File: src/rtl/gsbc_pkg.sv
// Package of register offsets, field positions, reset values and timing counts for the boost block.
// Notes on behaviour
// - Gate-supply undervoltage forces all gate drivers off.
// - Re-enable only after recovery and filter delay.
// - Undervoltage sets status flag, optional interrupt.
// - Boost needs battery ok and no reset.
// - Override bit 0 lets enable pin inhibit.
// - Voltage threshold is an 8-bit register word.
// - Voltage comparator filtered, programmable time and type.
// - Two 5-bit current thresholds bound switch current.
// - Negative current overcurrent flagged, variable mode only.
// - Switch while output low, stop when high.
// - Variable mode: on below low, off above high.
// - Hardware times current edges once enabled.
// - Variable mode suspends during injection phases.
// - Variable mode threshold and filter sequence.
// - Fixed mode: program times on and off.
// - Fixed mode loads upper threshold, settles, switches.
// - Fixed mode keeps switching during injection.
// - Regulation starts at launch, gated by pin.
// - Soft start by stepping threshold word upward.
// - Switch command needs enable, supplies, clock, request.
`default_nettype none
package gsbc_pkg;
	localparam logic [8:0] OFS_LAUNCH0 = 9'h100;
	localparam logic [8:0] OFS_LAUNCH1 = 9'h120;
	localparam logic [8:0] OFS_VTHRESH = 9'h19B;
	localparam logic [8:0] OFS_VFILTER = 9'h19D;
	localparam logic [8:0] OFS_DRVCFG = 9'h1C5;
	localparam logic [8:0] OFS_FAULTS = 9'h1D2;
	localparam logic [8:0] OFS_CURRENT = 9'h1A0;
	localparam logic [8:0] OFS_BCTRL = 9'h1A1;
	localparam int LAUNCH_BIT = 0;
	localparam int CFG_OVR_BIT = 0;
	localparam int CFG_IRQEN_BIT = 1;
	localparam int FLT_UV_BIT = 0;
	localparam int FLT_LOGIC_UV_BIT = 1;
	localparam int FLT_NEG_OC_BIT = 2;
	localparam int CTL_RUN_BIT = 0;
	localparam int CTL_FIXED_BIT = 1;
	localparam int CTL_INJ_BIT = 2;
	localparam int CTL_FSW_BIT = 3;
	localparam int FIL_TYPE_BIT = 8;
	localparam logic [15:0] DRVCFG_RESET = 16'h0001;
	localparam logic [15:0] VTHRESH_RESET = 16'h0000;
	localparam logic [15:0] VFILTER_RESET = 16'h0004;
	localparam logic [15:0] CURRENT_RESET = 16'h0000;
	localparam int CLK_MHZ = 125;
	localparam int UV_FILTER_NS = 1300;
	localparam int UV_FILTER_MIN_NS = 800;
	localparam int UV_FILTER_CYCLES = (UV_FILTER_NS * CLK_MHZ + 999) / 1000;
	typedef enum logic [1:0] {
		GSBC_IDLE = 2'b00,
		GSBC_SETTLE = 2'b01,
		GSBC_SWITCH = 2'b10,
		GSBC_PAUSE = 2'b11
	} gsbc_state_t;
endpackage
`default_nettype wire

File: src/rtl/gsbc_core.sv
// Gate-supply undervoltage protection and boost regulation control logic.
`default_nettype none
module gsbc_core #(
	parameter int FILTER_CYCLES = gsbc_pkg::UV_FILTER_CYCLES
) (
	// Clock and reset.
	input wire logic CLK,
	input wire logic SRST,
	// Register port.
	input wire logic REG_WR,
	input wire logic REG_RD,
	input wire logic [8:0] REG_ADDR,
	input wire logic [15:0] REG_WDATA,
	output logic [15:0] REG_RDATA,
	// Analog comparators and pins.
	input wire logic GATE_SUPPLY_UNDERVOLTAGE,
	input wire logic LOGIC_SUPPLY_UNDERVOLTAGE,
	input wire logic BATTERY_OK,
	input wire logic CLOCK_OK,
	input wire logic DRIVER_ENABLE_PIN,
	input wire logic BOOST_VOLTAGE_HIGH,
	input wire logic CURRENT_ABOVE_LOW,
	input wire logic CURRENT_ABOVE_HIGH,
	input wire logic CURRENT_NEGATIVE_OVER,
	input wire logic CHANNEL_SWITCH_REQUEST,
	// Outputs.
	output logic GATE_DRIVERS_ENABLE,
	output logic BOOST_SWITCH_DRIVER,
	output logic INTERRUPT_REQUEST_N,
	output logic [7:0] BOOST_THRESHOLD_CODE,
	output logic [4:0] CURRENT_LOW_THRESHOLD,
	output logic [4:0] CURRENT_HIGH_THRESHOLD,
	output logic [4:0] CURRENT_NEGATIVE_THRESHOLD
);
	// Two-stage synchronisers for all asynchronous comparator and pin inputs except CHANNEL_SWITCH_REQUEST, which is used unsynchronised.
	localparam int NSYNC = 9;
	logic [NSYNC-1:0] async_in, sync1_reg, sync2_reg;
	assign async_in = {GATE_SUPPLY_UNDERVOLTAGE, LOGIC_SUPPLY_UNDERVOLTAGE, BATTERY_OK, CLOCK_OK,
		DRIVER_ENABLE_PIN, BOOST_VOLTAGE_HIGH, CURRENT_ABOVE_LOW, CURRENT_ABOVE_HIGH,
		CURRENT_NEGATIVE_OVER};
	always_ff @(posedge CLK) begin
		if (SRST) begin
			sync1_reg <= '0;
			sync2_reg <= '0;
		end else begin
			sync1_reg <= async_in;
			sync2_reg <= sync1_reg;
		end
	end
	wire uv_gate = sync2_reg[8];
	wire uv_logic = sync2_reg[7];
	wire batt_ok = sync2_reg[6];
	wire clk_ok = sync2_reg[5];
	wire drv_en_pin = sync2_reg[4];
	wire vboost_high_raw = sync2_reg[3];
	wire i_above_low = sync2_reg[2];
	wire i_above_high = sync2_reg[1];
	wire i_neg_over = sync2_reg[0];

	// Registers.
	logic [15:0] launch0_reg, launch1_reg, vthresh_reg, vfilter_reg, drvcfg_reg;
	logic [15:0] current_reg, bctrl_reg, faults_reg;
	// Address decode shared by the write strobes and the read selector.
	function automatic logic reg_hit(input logic [8:0] addr, input logic [8:0] ofs);
		return addr == ofs;
	endfunction
	wire wr_launch0 = REG_WR && reg_hit(REG_ADDR, gsbc_pkg::OFS_LAUNCH0);
	wire wr_launch1 = REG_WR && reg_hit(REG_ADDR, gsbc_pkg::OFS_LAUNCH1);
	wire wr_vthresh = REG_WR && reg_hit(REG_ADDR, gsbc_pkg::OFS_VTHRESH);
	wire wr_vfilter = REG_WR && reg_hit(REG_ADDR, gsbc_pkg::OFS_VFILTER);
	wire wr_drvcfg = REG_WR && reg_hit(REG_ADDR, gsbc_pkg::OFS_DRVCFG);
	wire wr_current = REG_WR && reg_hit(REG_ADDR, gsbc_pkg::OFS_CURRENT);
	wire wr_bctrl = REG_WR && reg_hit(REG_ADDR, gsbc_pkg::OFS_BCTRL);
	wire rd_faults = REG_RD && reg_hit(REG_ADDR, gsbc_pkg::OFS_FAULTS);
	// Program launch from either bank enables the regulator.
	wire launched = launch0_reg[gsbc_pkg::LAUNCH_BIT] | launch1_reg[gsbc_pkg::LAUNCH_BIT];
	wire ovr_bit = drvcfg_reg[gsbc_pkg::CFG_OVR_BIT];
	wire irq_en = drvcfg_reg[gsbc_pkg::CFG_IRQEN_BIT];
	wire run_bit = bctrl_reg[gsbc_pkg::CTL_RUN_BIT];
	wire fixed_mode = bctrl_reg[gsbc_pkg::CTL_FIXED_BIT];
	wire injecting = bctrl_reg[gsbc_pkg::CTL_INJ_BIT];
	wire fixed_sw = bctrl_reg[gsbc_pkg::CTL_FSW_BIT];

	always_ff @(posedge CLK) begin
		if (SRST) begin
			launch0_reg <= '0;
			launch1_reg <= '0;
			vthresh_reg <= gsbc_pkg::VTHRESH_RESET;
			vfilter_reg <= gsbc_pkg::VFILTER_RESET;
			drvcfg_reg <= gsbc_pkg::DRVCFG_RESET;
			current_reg <= gsbc_pkg::CURRENT_RESET;
			bctrl_reg <= '0;
		end else begin
			if (wr_launch0) launch0_reg <= REG_WDATA;
			if (wr_launch1) launch1_reg <= REG_WDATA;
			// Soft start is the program stepping this word upward write by write.
			if (wr_vthresh) vthresh_reg <= {8'h00, REG_WDATA[7:0]};
			if (wr_vfilter) vfilter_reg <= REG_WDATA;
			if (wr_drvcfg) drvcfg_reg <= REG_WDATA;
			if (wr_current) current_reg <= {1'b0, REG_WDATA[14:0]};
			if (wr_bctrl) bctrl_reg <= REG_WDATA;
		end
	end

	// Recovery anti-glitch filter: counter restarts while undervoltage is present.
	logic [15:0] uv_cnt_reg;
	logic uv_block_reg;
	always_ff @(posedge CLK) begin
		if (SRST) begin
			uv_cnt_reg <= '0;
			uv_block_reg <= 1'b1;
		end else if (uv_gate) begin
			uv_cnt_reg <= '0;
			uv_block_reg <= 1'b1;
		end else if (uv_block_reg) begin
			if (uv_cnt_reg >= 16'(FILTER_CYCLES - 1)) begin
				uv_block_reg <= 1'b0;
			end else begin
				uv_cnt_reg <= uv_cnt_reg + 16'h0001;
			end
		end
	end
	wire drivers_ok = !uv_block_reg && !uv_gate && !uv_logic;

	// Boost comparator filter: count in low byte, type bit selects
	// symmetric (both edges) or rising-only filtering.
	logic [7:0] vf_cnt_reg;
	logic vboost_high_reg;
	wire filt_type = vfilter_reg[gsbc_pkg::FIL_TYPE_BIT];
	wire vf_differs = vboost_high_raw != vboost_high_reg;
	wire vf_bypass = filt_type && !vboost_high_raw;
	wire vf_expired = vf_cnt_reg >= vfilter_reg[7:0];
	always_ff @(posedge CLK) begin
		if (SRST) begin
			vf_cnt_reg <= '0;
			vboost_high_reg <= 1'b0;
		end else if (!vf_differs || vf_bypass) begin
			vf_cnt_reg <= '0;
			vboost_high_reg <= vboost_high_raw;
		end else if (vf_expired) begin
			vf_cnt_reg <= '0;
			vboost_high_reg <= vboost_high_raw;
		end else begin
			vf_cnt_reg <= vf_cnt_reg + 8'h01;
		end
	end
	// Settling timer restarts on every threshold write.
	logic [7:0] settle_cnt_reg;
	wire settled = settle_cnt_reg >= vfilter_reg[7:0];
	always_ff @(posedge CLK) begin
		if (SRST || wr_vthresh) settle_cnt_reg <= '0;
		else if (!settled) settle_cnt_reg <= settle_cnt_reg + 8'h01;
	end

	// Voltage loop state machine.
	gsbc_pkg::gsbc_state_t state_reg, state_next;
	wire boost_allowed = batt_ok && launched && run_bit;
	always_comb begin
		state_next = state_reg;
		unique case (state_reg)
			gsbc_pkg::GSBC_IDLE: if (boost_allowed && wr_vthresh) state_next = gsbc_pkg::GSBC_SETTLE;
			gsbc_pkg::GSBC_SETTLE: if (settled) begin
				state_next = vboost_high_reg ? gsbc_pkg::GSBC_IDLE : gsbc_pkg::GSBC_SWITCH;
			end
			gsbc_pkg::GSBC_SWITCH: if (vboost_high_reg) state_next = gsbc_pkg::GSBC_PAUSE;
			gsbc_pkg::GSBC_PAUSE: if (settled && !vboost_high_reg) state_next = gsbc_pkg::GSBC_IDLE;
		endcase
		if (!boost_allowed) state_next = gsbc_pkg::GSBC_IDLE;
	end
	always_ff @(posedge CLK) begin
		if (SRST) state_reg <= gsbc_pkg::GSBC_IDLE;
		else state_reg <= state_next;
	end

	// Hardware current loop, active in variable mode during switching.
	logic cur_on_reg;
	wire cur_loop_en = state_reg == gsbc_pkg::GSBC_SWITCH && !fixed_mode;
	always_ff @(posedge CLK) begin
		if (SRST || !cur_loop_en) cur_on_reg <= 1'b0;
		else if (i_above_high) cur_on_reg <= 1'b0;
		else if (!i_above_low) cur_on_reg <= 1'b1;
	end
	// Variable mode suspends during injection; fixed mode follows the program bit.
	wire var_req = cur_on_reg && !injecting;
	wire fix_req = state_reg == gsbc_pkg::GSBC_SWITCH && fixed_mode && fixed_sw;
	wire channel_req = CHANNEL_SWITCH_REQUEST && (var_req || fix_req);
	wire pin_ok = drv_en_pin || ovr_bit;
	wire sw_cmd = pin_ok && drivers_ok && clk_ok && channel_req && batt_ok;

	// Fault flags: set wins over clear-on-read.
	wire neg_oc_evt = i_neg_over && !fixed_mode;
	logic [15:0] faults_next;
	always_comb begin
		faults_next = rd_faults ? 16'h0000 : faults_reg;
		if (uv_gate) faults_next[gsbc_pkg::FLT_UV_BIT] = 1'b1;
		if (uv_logic) faults_next[gsbc_pkg::FLT_LOGIC_UV_BIT] = 1'b1;
		if (neg_oc_evt) faults_next[gsbc_pkg::FLT_NEG_OC_BIT] = 1'b1;
	end
	wire [15:0] rd_mux =
		reg_hit(REG_ADDR, gsbc_pkg::OFS_LAUNCH0) ? launch0_reg :
		reg_hit(REG_ADDR, gsbc_pkg::OFS_LAUNCH1) ? launch1_reg :
		reg_hit(REG_ADDR, gsbc_pkg::OFS_VTHRESH) ? vthresh_reg :
		reg_hit(REG_ADDR, gsbc_pkg::OFS_VFILTER) ? vfilter_reg :
		reg_hit(REG_ADDR, gsbc_pkg::OFS_DRVCFG) ? drvcfg_reg :
		reg_hit(REG_ADDR, gsbc_pkg::OFS_FAULTS) ? faults_reg :
		reg_hit(REG_ADDR, gsbc_pkg::OFS_CURRENT) ? current_reg :
		reg_hit(REG_ADDR, gsbc_pkg::OFS_BCTRL) ? {14'h0000, state_reg} : 16'h0000;

	always_ff @(posedge CLK) begin
		if (SRST) begin
			faults_reg <= '0;
			REG_RDATA <= '0;
			GATE_DRIVERS_ENABLE <= 1'b0;
			BOOST_SWITCH_DRIVER <= 1'b0;
			INTERRUPT_REQUEST_N <= 1'b1;
			BOOST_THRESHOLD_CODE <= '0;
			CURRENT_LOW_THRESHOLD <= '0;
			CURRENT_HIGH_THRESHOLD <= '0;
			CURRENT_NEGATIVE_THRESHOLD <= '0;
		end else begin
			faults_reg <= faults_next;
			REG_RDATA <= REG_RD ? rd_mux : 16'h0000;
			GATE_DRIVERS_ENABLE <= drivers_ok;
			BOOST_SWITCH_DRIVER <= sw_cmd;
			INTERRUPT_REQUEST_N <= !(irq_en && faults_next[gsbc_pkg::FLT_UV_BIT]);
			BOOST_THRESHOLD_CODE <= vthresh_reg[7:0];
			CURRENT_LOW_THRESHOLD <= current_reg[4:0];
			CURRENT_HIGH_THRESHOLD <= current_reg[9:5];
			CURRENT_NEGATIVE_THRESHOLD <= current_reg[14:10];
		end
	end
endmodule
`default_nettype wire

File: config.mk
export PLATFORM = sky130hd
export DESIGN_NAME = gsbc_core
export DESIGN_NICKNAME = d
export VERILOG_FILES = /design/src/rtl/gsbc_pkg.sv /design/src/rtl/gsbc_core.sv
export SDC_FILE = /design/constraint.sdc
export NUM_CORES = 1
export LEC_CHECK = 0
export ABC_AREA = 1
export BUFFER_PORTS_ARGS = -buffer_cell sky130_fd_sc_hd__buf_2
export CAP_MARGIN = 5
export CORE_MARGIN = 2
export CORE_UTILIZATION = 50
export DETAILED_ROUTE_END_ITERATION = 10
export PLACE_DENSITY = 0.7
export RECOVER_POWER = 100
export SYNTH_ARGS = -nofsm -noshare
export SYNTH_HDL_FRONTEND = slang
export SYNTH_SLANG_ARGS = --single-unit
File: constraint.sdc
create_clock -name CLK -period 1.8 [get_ports CLK]
set_input_delay 0.36 -clock CLK [delete_from_list [all_inputs] [get_ports CLK]]
set_output_delay 0.36 -clock CLK [all_outputs]
set_load 0.02 [all_outputs]
======== After elaboration in Yosys (flattened, before gate mapping) ========
Index checks and enable logic that the tools add are counted.
word-level totals
  flip-flop bits (word level) ............. 191
  input bits .............................. 39
  output and inout bits ................... 42
  logic and storage cells ................. 127
cells by class
  add/subtract/negate cells ............... 3
  order comparisons ....................... 3
  equality and inequality tests ........... 16
  muxes and demuxes ....................... 22
  bitwise operators ....................... 4
  reduce and logical (&&, ||, !) cells .... 52
operator list
  kind                                                                number
  two-way mux 16 bit                                                  5
  == test 9 bit, second input constant                                8
  two-way mux 15 bit                                                  2
  logical AND 1 bit                                                   26
  adder 16 x 1 -> 16 bit, second input constant                       1
  adder 8 x 1 -> 8 bit, second input constant                         2
  greater-or-equal comparator 16 x 8 -> 1 bit, second input constant  1
  greater-or-equal comparator 8 bit                                   2
  two-way mux 2 bit                                                   6
  zero test 1 bit                                                     10
  inequality test 2 bit, second input constant                        4
  one-hot mux 2 bit (4 select lines)                                  1
  OR reduction 2 bit                                                  4
  two-way mux 1 bit                                                   7
  nonzero test 2 bit                                                  3
  logical OR 1 bit                                                    5
  == test 2 bit, second input constant                                2
  AND reduction 4 bit                                                 1
  two-way mux 3 bit                                                   1
  NOT 1 bit                                                           3
  OR reduction 3 bit                                                  1
  == test 2 x 1 -> 1 bit, second input constant                       1
  zero test 2 bit                                                     1
  AND reduction 2 bit                                                 1
  other kinds (2)                                                     2

======== Logic depth before layout (Yosys ltp) ========
Gate-level depths: netlist of the first run.
  depth in word-level cells ............... 9
  gate-level depth with buffers ........... 12
  mapped depth without buffers ............ 12

======== Worst setup path after synthesis of the first run ========
OpenSTA, ideal clock, no wires.
  path type ............................... reg2reg
  from .................................... reg vfilter_reg[7]
  to ...................................... reg with a tool-made name
  setup time .............................. 0.115 ns
  data arrival time ....................... 1.540 ns
  data required time ...................... 1.685 ns
  path slack .............................. 0.145 ns
  cell stages (with the launch flop) ...... 11
  buffers on the path ..................... 1
  period minus slack after synthesis ...... 1.655 ns
  path through ............................ dfxtp_1 inv_1 ha_1 nand2_1 nor2_1 nand4_1 nand3_1 buf_2 nand3_1 nand2_1 nor2_1
RTL lines
  element                 RTL line         source
  from (decl)             gsbc_core.sv:61  logic [15:0] launch0_reg, launch1_reg, vthresh_reg, vfilter_reg, drvcfg_reg;
  from (signal assigned)  gsbc_core.sv:89  vfilter_reg <= gsbc_pkg::VFILTER_RESET;

======== Worst setup path after layout of the first run ========
  from .................................... reg vfilter_reg[7]
  to ...................................... reg settle_cnt_reg[6]
between the ends
  longest elaborated chain between the ends .. 1
RTL lines
  element                            RTL line          source
  greater-or-equal comparator 8 bit  gsbc_core.sv:149  wire settled = settle_cnt_reg >= vfilter_reg[7:0];
  to (signal assigned)               gsbc_core.sv:152  else if (!settled) settle_cnt_reg <= settle_cnt_reg + 8'h01;
  to (decl)                          gsbc_core.sv:148  logic [7:0] settle_cnt_reg;
No other way between the ends.
A chain may end at the register's enable or synchronous reset.

==> impl_metrics.toml, run 1 <==
[status]
status = "completed"

[grt]
grt_first_pass_wirelength_um = 31700
antenna_found_initial = 0
gr-total-overflow = 0
grt_pass1_vias = 6400
grt_max_degree = 39
grtUsageTotal_pct = 24.7

[layout]
final_nets = 1161
syn_to_final_growth_pct = 17.4
drive_above_1_share_pct = 11.9
multi_input_area_mm2 = 0.00318
fin_cells = 1303
diodes = 0
fin_util_pct = 59.7
fill_cells = 1439
seq_area_mm2 = 0.00382
design_area_mm2 = 0.00904

[floorplan]
fp-row-count = 45
die_w_um = 128
die_h_um = 128
die-area_mm2 = 0.0164
core-area_mm2 = 0.0151
num_io_pins = 81
start_util_pct = 50.8

[timing]
setup_viol = 0
slew_viol_final = 0
rsz0062_at_grt = "no"
hold_viol = 0
worst-slew-pin-transition_ps = 963
maxSlewHeadroom_pct = 35.8
post-route-min-period_ps = 1710
fin_setup_tns_ps = 0
fmax_ghz = 0.586
fin_crit_sh_pct = 94.8
clock_skew_ps = 8.38
holdWs_ps = 123

[synthesis]
syn_area_mm2 = 0.00770
synth_seq_area_share_pct = 49.7
ys_ff_latch = 191
syn_inst = 996
yosysWarningCount = 0
yosysUniqueCellTypes = 36
yosysTopAreaCell = "dfxtp_1"
synth_area_leaders = "dfxtp_1, a21oi_1, nor2_1"
syn_area_per_cell_um2 = 7.73
netlist.area_leader.share_pct = 49.7
postSynthNetCount = 1055

[clocking]
ctsResizeCount = 0
cts_tree = "built"
insertion_delay_ps = 440
h-tree-depth = 4
clockRootBuffer = "clkbuf_16"
numClockSinks = 191
cts_setup_buffers = 0
cts_buffers = 17
cts_hold_buffers = 0
clk_pin_slew_worst_paths_ps = 70
cts_buffer_depth = 2

[placed_design]
place_area_mm2 = 0.00853
hpwl_um = 13900
placed_cells = 1271
io_buffers = 80
place.gp.congestion = 0.888

[drt]
drc_errors = 0
dr.pass1.iters = 5
route.vias.total = 6828
drt-initial-drc-count = 468
drt-total-wl_um = 19600
routed_via_density = 5.24
drtAntennaViolNets = 0
routedWlPerCell_um = 15.0

[critical_path]
cp_max_fo = 8
arrival_ps = 2020
crit_type = "flip-flop to flip-flop"
required_ps = 2120
crit_path_end_kind = "flip-flop"
startpoint_type = "flip-flop"
cp-startpoint = "vfilter_reg[7]$_SDFFE_PP0P_"
rr_startpoint = "vfilter_reg[7]$_SDFFE_PP0P_"

[pwr]
p_leak_uw = 0.00359
cellPowerDensity_mw_per_mm2 = 967
ir_drop_mv = 0.722

[min_path]
hp-start = "LOGIC_SUPPLY_UNDERVOLTAGE"
hold_class = "input pin to flip-flop"

[job]
drv_cap = 0
==> layout by cell type (no fill, tap or decap), drive strengths merged <==
cell	n
o211ai	2
buf	71
nand3b	1
and3	1
a31oi	1
o22ai	9
o21ai	91
bufinv	2
or2	1
clkinv	7
ha	20
o2111ai	2
inv	139
a21oi	135
nand4	15
clkinvlp	1
nand2	109
nand3	71
xor2	7
nor3	16
xnor2	6
nor4	4
a32oi	1
nor2	134
o21a	2
dfxtp	191
clkbuf	76
==> power breakdown <==
group	switching, uW	internal (uW)	total [uW]
Combinational	362	223	585
Sequential	44.5	4280	4320
Clock	1740	2090	3840
==> metrics by stage <==
stage	power (uW)	setup WS, ps
after floorplan	4730	145
after global placement	4980	51.7
after detailed placement	4990	21.6
after CTS	8790	44.7
after global routing	9090	4.47
final	8740	93.0
==> synth_stat cells <==
cell type,instances
clkbuf_1,27
o21ai_0,82
o21ai_1,9
nand3_2,1
inv_2,6
nor4_1,3
buf_4,1
nor2_1,129
nand3b_1,1
dfxtp_1,191
inv_1,128
clkbuf_2,1
nor2_2,5
a32oi_1,1
ha_1,20
nand4_1,15
nor4_4,1
a31oi_1,1
nor3_2,3
buf_1,1
xor2_1,7
nand2_1,105
xnor2_1,6
and3_1,1
o22ai_1,9
a21oi_1,135
buf_2,10
nor3_4,1
o2111ai_1,2
o21a_1,2
buf_6,3
or2_2,1
nand2_2,4
o211ai_1,2
nor3_1,12
nand3_1,70
==> cell families after synthesis <==
kind of cell / count (synthesis) / share of synthesized area, %
AND/OR/NAND/NOR: 352 / 20.2
flip-flops: 191 / 49.7
XOR/XNOR: 13 / 1.48
buffers and inverters: 177 / 9.15
adder cells (fa/ha/maj): 20 / 3.25
AO/OA/AOI/OAI: 243 / 16.2
==> final cells by class <==
cell class                 count  share of cell area, %
timing repair buffer         130                   7.64
tap                          188                   2.60
inverter                     134                   5.56
sequential                   191                   42.3
clock buffer                  17                   4.71
clock inverter                15                   1.98
multi-input combinational    628                   35.2
==> critical path, stage by stage, from the launching register on <==
cell and delay (ps):
dfxtp_1 330, inv_1 100, ha_1 320, a21oi_1 140, o21a_1 160, nand3_1 110
buf_4 170, o21ai_0 190, a21oi_2 70
==> routing by layer <==
| metal | part of all wire, % | track usage [%] | vias to the layer above |
|---|---|---|---|
| met3 | 4.6 | 5.34 | 42 |
| met1 | 45 | 30.7 | 3121 |
| met4 | 3.0 | 10.1 | 0 |
| li1 | - | - | 3477 |
| met2 | 48 | 41.9 | 188 |
| met5 | 0 | 0 | - |
==> path summary, 6_finish.rpt <==
check             cells past startpoint                              to  slack (ps)
hold reg to reg                       1         cur_on_reg$_SDFFE_PP0N_         410
setup / recovery                      8  settle_cnt_reg[6]$_SDFFE_PP0N_          90
setup reg to reg                      8  settle_cnt_reg[6]$_SDFFE_PP0N_          90
hold / removal                        3         sync1_reg[7]$_SDFF_PP0_         120
No activity file was read; power rests on OpenSTA's default activity.
==> run 2: changes to the inputs <==
--- a/config.mk
+++ b/config.mk
@@ -13,6 +13,7 @@
 export DETAILED_ROUTE_END_ITERATION = 10
 export PLACE_DENSITY = 0.7
 export RECOVER_POWER = 100
+export SETUP_SLACK_MARGIN = 0.5
 export SYNTH_ARGS = -nofsm -noshare
 export SYNTH_HDL_FRONTEND = slang
 export SYNTH_SLANG_ARGS = --single-unit
==> run 2 against run 1 <==
First-iteration DRC count increased by 26%. Sequential share of layout area decreased by 4.3 points. Register-to-register slack improved by 30 ps. Power decreased by 1.5%. Wire length increased by 13%. Non-clock buffer count increased by 19. Global-route usage increased by 0.75 points. Flip-flop and latch count unchanged. Core utilization increased by 7.2 points. Clock skew increased by 3.8 ps. Final cell count increased by 1.8%. Count of clock-buffer cells in the layout increased by 2.
==> impl_metrics.toml, run 2 (synthesis results as in run 1) <==
[clocking]
insertion_delay_ps = 430
cts_hold_buffers = 0
h-tree-depth = 4
cts_buffer_depth = 2
numClockSinks = 191
cts_buffers = 17
clockRootBuffer = "clkbuf_16"
cts_tree = "built"
clk_pin_slew_worst_paths_ps = 70

[placed_design]
place.gp.congestion = 0.952
place_area_mm2 = 0.00896
hpwl_um = 14200
place_ws_ps = 14.7
io_buffers = 80
placed_cells = 1267

[pwr]
p_leak_uw = 0.00392
ir_drop_mv = 0.554
cellPowerDensity_mw_per_mm2 = 850

[layout]
fin_util_pct = 66.9
syn_to_final_growth_pct = 31.6
design_area_mm2 = 0.0101
final_cell_mix = "dfxtp_1, a21oi_1, nor2_1"
fin_cells = 1326
final_common_cell = "dfxtp_1"
drive_above_1_share_pct = 26.2
final_nets = 1184
diodes = 0

[timing]
setup_viol = 0
slew_viol_final = 0
rsz0062_at_grt = "yes"
clock_skew_ps = 12.1
post-route-min-period_ps = 1680
hold_viol = 0
maxSlewHeadroom_pct = 31.0
fin_ws_ps = 118
holdWs_ps = 130
worst-slew-pin-transition_ps = 1040
fmax_ghz = 0.595
fin_crit_sh_pct = 93.4

[floorplan]
core-area_mm2 = 0.0151
num_io_pins = 81
die-area_mm2 = 0.0164
die_h_um = 128
start_util_pct = 50.8
die_w_um = 128
fp-row-count = 45

[critical_path]
required_ps = 2120
worstReg2RegEnd = "state_reg[0]$_SDFFE_PP0P_"
startpoint_type = "flip-flop"
cp_max_fo = 7
reg2reg_slack_ps = 120
arrival_ps = 2000
cp-startpoint = "vfilter_reg[1]$_SDFFE_PP0P_"
crit_type = "flip-flop to flip-flop"
rr_startpoint = "vfilter_reg[1]$_SDFFE_PP0P_"
crit_path_end_kind = "flip-flop"
ff2ff_path_depth = 9

[drt]
routedWlPerCell_um = 16.7
drt-initial-drc-count = 588
drt-total-wl_um = 22200
drtAntennaViolNets = 0
drc_errors = 0
route.vias.total = 7253
dr.pass1.iters = 5
routed_via_density = 5.47

[grt]
grt_pass1_vias = 6505
grt_first_pass_wirelength_um = 32800
grtUsageTotal_pct = 25.5
gr-total-overflow = 0
grt_max_degree = 33
antenna_found_initial = 0

[min_path]
hp-start = "GATE_SUPPLY_UNDERVOLTAGE"
whs_path_depth = 3
hold_class = "input pin to flip-flop"
min_to = "sync1_reg[8]$_SDFF_PP0_"

[status]
status = "completed"

[job]
drv_cap = 0
[run 2: report_power, final]
| group | total [uW] | leakage [uW] | internal [uW] | switching [uW] |
|---|---|---|---|---|
| combinational | 772 | 0.00210 | 292 | 480 |
| clock | 3500 | 0.000265 | 1800 | 1700 |
| sequential | 4330 | 0.00155 | 4280 | 49.9 |
| total | 8610 | 0.00392 | 6370 | 2230 |
[run 2: area by class of cell]
cell class / count / area [um^2]
Inverter: 134 / 579
Clock inverter: 13 / 104
Fill cell: 1295 / 5020
Clock buffer: 19 / 433
Timing Repair inverter: 1 / 6.26
Multi-Input combinational cell: 631 / 3870
Timing Repair Buffer: 149 / 1050
Tap cell: 188 / 235
Sequential cell: 191 / 3850
[run 2: worst max-delay path, cell delays in order (launching register included)]
cell and delay [ps]:
dfxtp_1 370, inv_4 70, ha_4 270, a21oi_2 50, o21ai_2 200, nand2_4 100, buf_6 120, nand3_2 150
nand3_2 80, and3_4 150
[run 2: how the worst max path moves through the flow]
stage,endpoint,slack (ps),cells after the start
4_1_cts,settle_cnt_reg[3]$_SDFFE_PP0N_,240,9
5_1_grt,uv_cnt_reg[2]$_SDFFE_PP0P_,60,11
2_1_floorplan,flip-flop,270,10
3_3_place_gp,REG_RDATA[11]$_SDFF_PP0_,-20,8
6_report,state_reg[0]$_SDFFE_PP0P_,120,9
3_5_place_dp,REG_RDATA[11]$_SDFF_PP0_,10,8
[run 2: metal layers]
| metal | vias to the layer above | track usage (%) | part of all wire (%) |
|---|---|---|---|
| li1 | 3535 | - | - |
| met1 | 3365 | 36.8 | 44 |
| met2 | 319 | 39.0 | 46 |
| met3 | 34 | 4.26 | 8.0 |
| met4 | 0 | 8.27 | 1.9 |
| met5 | - | 0 | 0 |
[run 2: repair_timing]
action,in CTS,in global routing
pin swaps,26,52
cloned,1,5
buffers inserted,13,8
gates resized for setup,53,127
setup endpoints to repair,48,95
[run 2: through the flow]
stage / total power (uW) / TNS (ps)
5_1_grt: 8880 / 0
4_1_cts: 8530 / 0
6_report: 8610 / 0
2_1_floorplan: 4800 / 0
3_3_place_gp: 5020 / -15.7
3_5_place_dp: 5030 / 0
==> run 3: changes to the inputs <==
--- a/config.mk
+++ b/config.mk
@@ -11,8 +11,9 @@
 export CORE_MARGIN = 2
 export CORE_UTILIZATION = 50
 export DETAILED_ROUTE_END_ITERATION = 10
+export HOLD_SLACK_MARGIN = 0.08
 export PLACE_DENSITY = 0.7
-export RECOVER_POWER = 100
+export RECOVER_POWER = 25
 export SETUP_SLACK_MARGIN = 0.5
 export SYNTH_ARGS = -nofsm -noshare
 export SYNTH_HDL_FRONTEND = slang
==> run 3 against run 2 <==
Via count rose by 0.43%. Count of clock-buffer cells in the layout stayed put. Sequential power is essentially flat. Final area increased by 2.2%. Critical endpoint is now vfilter_reg[5]$_SDFFE_PP0P_.
==> impl_metrics.toml, run 3 (synthesis results as in run 1) <==
[status]
status = "completed"

[timing]
fmax_ghz = 0.608
rsz0062_at_grt = "yes"
holdWs_ps = 132
fin_setup_tns_ps = 0
clock_skew_ps = 11.4
setup_viol = 0
post-route-min-period_ps = 1640
slew_viol_final = 0
hold_viol = 0
worst-slew-pin-transition_ps = 1030
maxSlewHeadroom_pct = 31.6
fin_crit_sh_pct = 91.4

[drt]
drt-total-wl_um = 22100
drt-initial-drc-count = 680
routed_via_density = 5.49
drc_errors = 0
drtAntennaViolNets = 0
dr.pass1.iters = 5
route.vias.total = 7284
routedWlPerCell_um = 16.7

[placed_design]
hpwl_um = 14200
place_area_mm2 = 0.00896
place.gp.congestion = 0.952
io_buffers = 80

[grt]
antenna_found_initial = 0
met2_usage_pct = 39.0
grt_pass1_vias = 6505
gr-total-overflow = 0
grt_first_pass_wirelength_um = 32800
met3_usage_pct = 4.26
met1_usage_pct = 36.8
gr-max-usage-layer = "met2"
grt_max_degree = 33
grtUsageTotal_pct = 25.5

[layout]
diodes = 0
design_area_mm2 = 0.0104
fill_cells = 1226
final_cell_mix = "dfxtp_1, a21oi_1, inv_1"
seq_area_mm2 = 0.00386
drive_above_1_share_pct = 31.8
final_common_cell = "dfxtp_1"
final_nets = 1184
syn_to_final_growth_pct = 34.5
multi_input_area_mm2 = 0.00397

[critical_path]
ff2ff_path_depth = 9
arrival_ps = 1950
crit_path_max_incr_delay_ps = 580
cp.buffers_inverters = 4
reg2reg_slack_ps = 160
required_ps = 2110
crit_family = "simple AND/OR/NAND/NOR gates"
cp_max_fo = 10
startpoint_type = "input pin"
worst-path-stages = 10
cpMostUsedCell = "buf_12"
crit_type = "input pin to flip-flop"
path_cells = "buf_12 -> inv_12 -> nand2_8 -> nor3_1 -> nand2_4 -> nor2_4 -> buf_12 -> inv_8 -> o21ai_1 -> a21oi_1"
slowest_stage = "nor3_1"
crit_path_end_kind = "flip-flop"

[clocking]
cts_tree = "built"
h-tree-depth = 4
cts_buffers = 17
cts_buffer_depth = 2
cts_hold_buffers = 0
insertion_delay_ps = 430
numClockSinks = 191
clk_pin_slew_worst_paths_ps = 70
clockRootBuffer = "clkbuf_16"

[floorplan]
num_io_pins = 81
die_w_um = 128
core-area_mm2 = 0.0151
die_h_um = 128
die-area_mm2 = 0.0164
fp-row-count = 45
start_util_pct = 50.8

[pwr]
cellPowerDensity_mw_per_mm2 = 835
ir_drop_mv = 0.547
p_leak_uw = 0.00413

[min_path]
hold_class = "input pin to flip-flop"
whs_path_depth = 3

[job]
drv_cap = 0
run 3: cell types whose count changed in the layout (fill, tap and decap cells not counted), moves of 8 or more:
cell | previous run | this run
buf_2 | 30 | 59
clkbuf_1 | 45 | 7
dfxtp_1 | 172 | 164
dfxtp_2 | 19 | 27
o21ai_0 | 55 | 28
o21ai_1 | 30 | 54
run 3: per-stage QoR:
step | power (uW) | utilization (%) | setup slack [ps] | cells
5_1_grt | 8920 | 68.3 | 92.8 | 1326
3_3_place_gp | 5020 | 59.1 | -15.7 | 1267
6_report | 8650 | 68.3 | 155 | 1326
2_1_floorplan | 4800 | - | 273 | 996
4_1_cts | 8530 | 64.6 | 237 | 1313
3_5_place_dp | 5030 | 59.1 | 14.7 | 1267
run 3: metal layers:
metal  vias up  share of wire (%)
li1       3542                  -
met1      3387                 44
met3        35                7.6
met4         0                1.9
met2       320                 46
met5         -                  0
run 3: power by group:
group / leakage (uW) / internal (uW) / switching, uW
clock network: 0.000265 / 1800 / 1700
registers: 0.00156 / 4280 / 50.1
logic: 0.00231 / 311 / 497
run 3: what timing repair did:
| item | in CTS | in global routing |
|---|---|---|
| setup endpoints to repair | 48 | 95 |
| pin swaps | 26 | 52 |
| setup buffers | 13 | 8 |
| gates cloned | 1 | 5 |
| gates resized for setup | 53 | 127 |
| hold endpoints to repair | 0 | 0 |
run 3: final timing paths:
kind                                                   from                     endpoint
worst max-delay path                            REG_ADDR[5]  vfilter_reg[5]$_SDFFE_PP0P_
worst min-delay path               GATE_SUPPLY_UNDERVOLTAGE      sync1_reg[8]$_SDFF_PP0_
worst max register to register  vfilter_reg[2]$_SDFFE_PP1P_    state_reg[0]$_SDFFE_PP0P_
worst min register to register      sync2_reg[1]$_SDFF_PP0_      cur_on_reg$_SDFFE_PP0N_
run 3: area by class of cell:
cell class / instances / share of cell area, %
Clock inverter: 13 / 1.00
Timing Repair Buffer: 149 / 11.3
Inverter: 134 / 5.62
Clock buffer: 19 / 4.18
Sequential cell: 191 / 37.3
Multi-Input combinational cell: 631 / 38.3
Timing Repair inverter: 1 / 0.0604
Tap cell: 188 / 2.27
run 3: worst register-to-register path, cell delays in order, from the launching register on:
cell and delay (ps):
dfxtp_2 340, inv_2 80, ha_4 270, nand2_2 50, o21ai_2 220, nand2_4 100
buf_6 130, nand3_4 120, nand3_2 70, and3_4 150
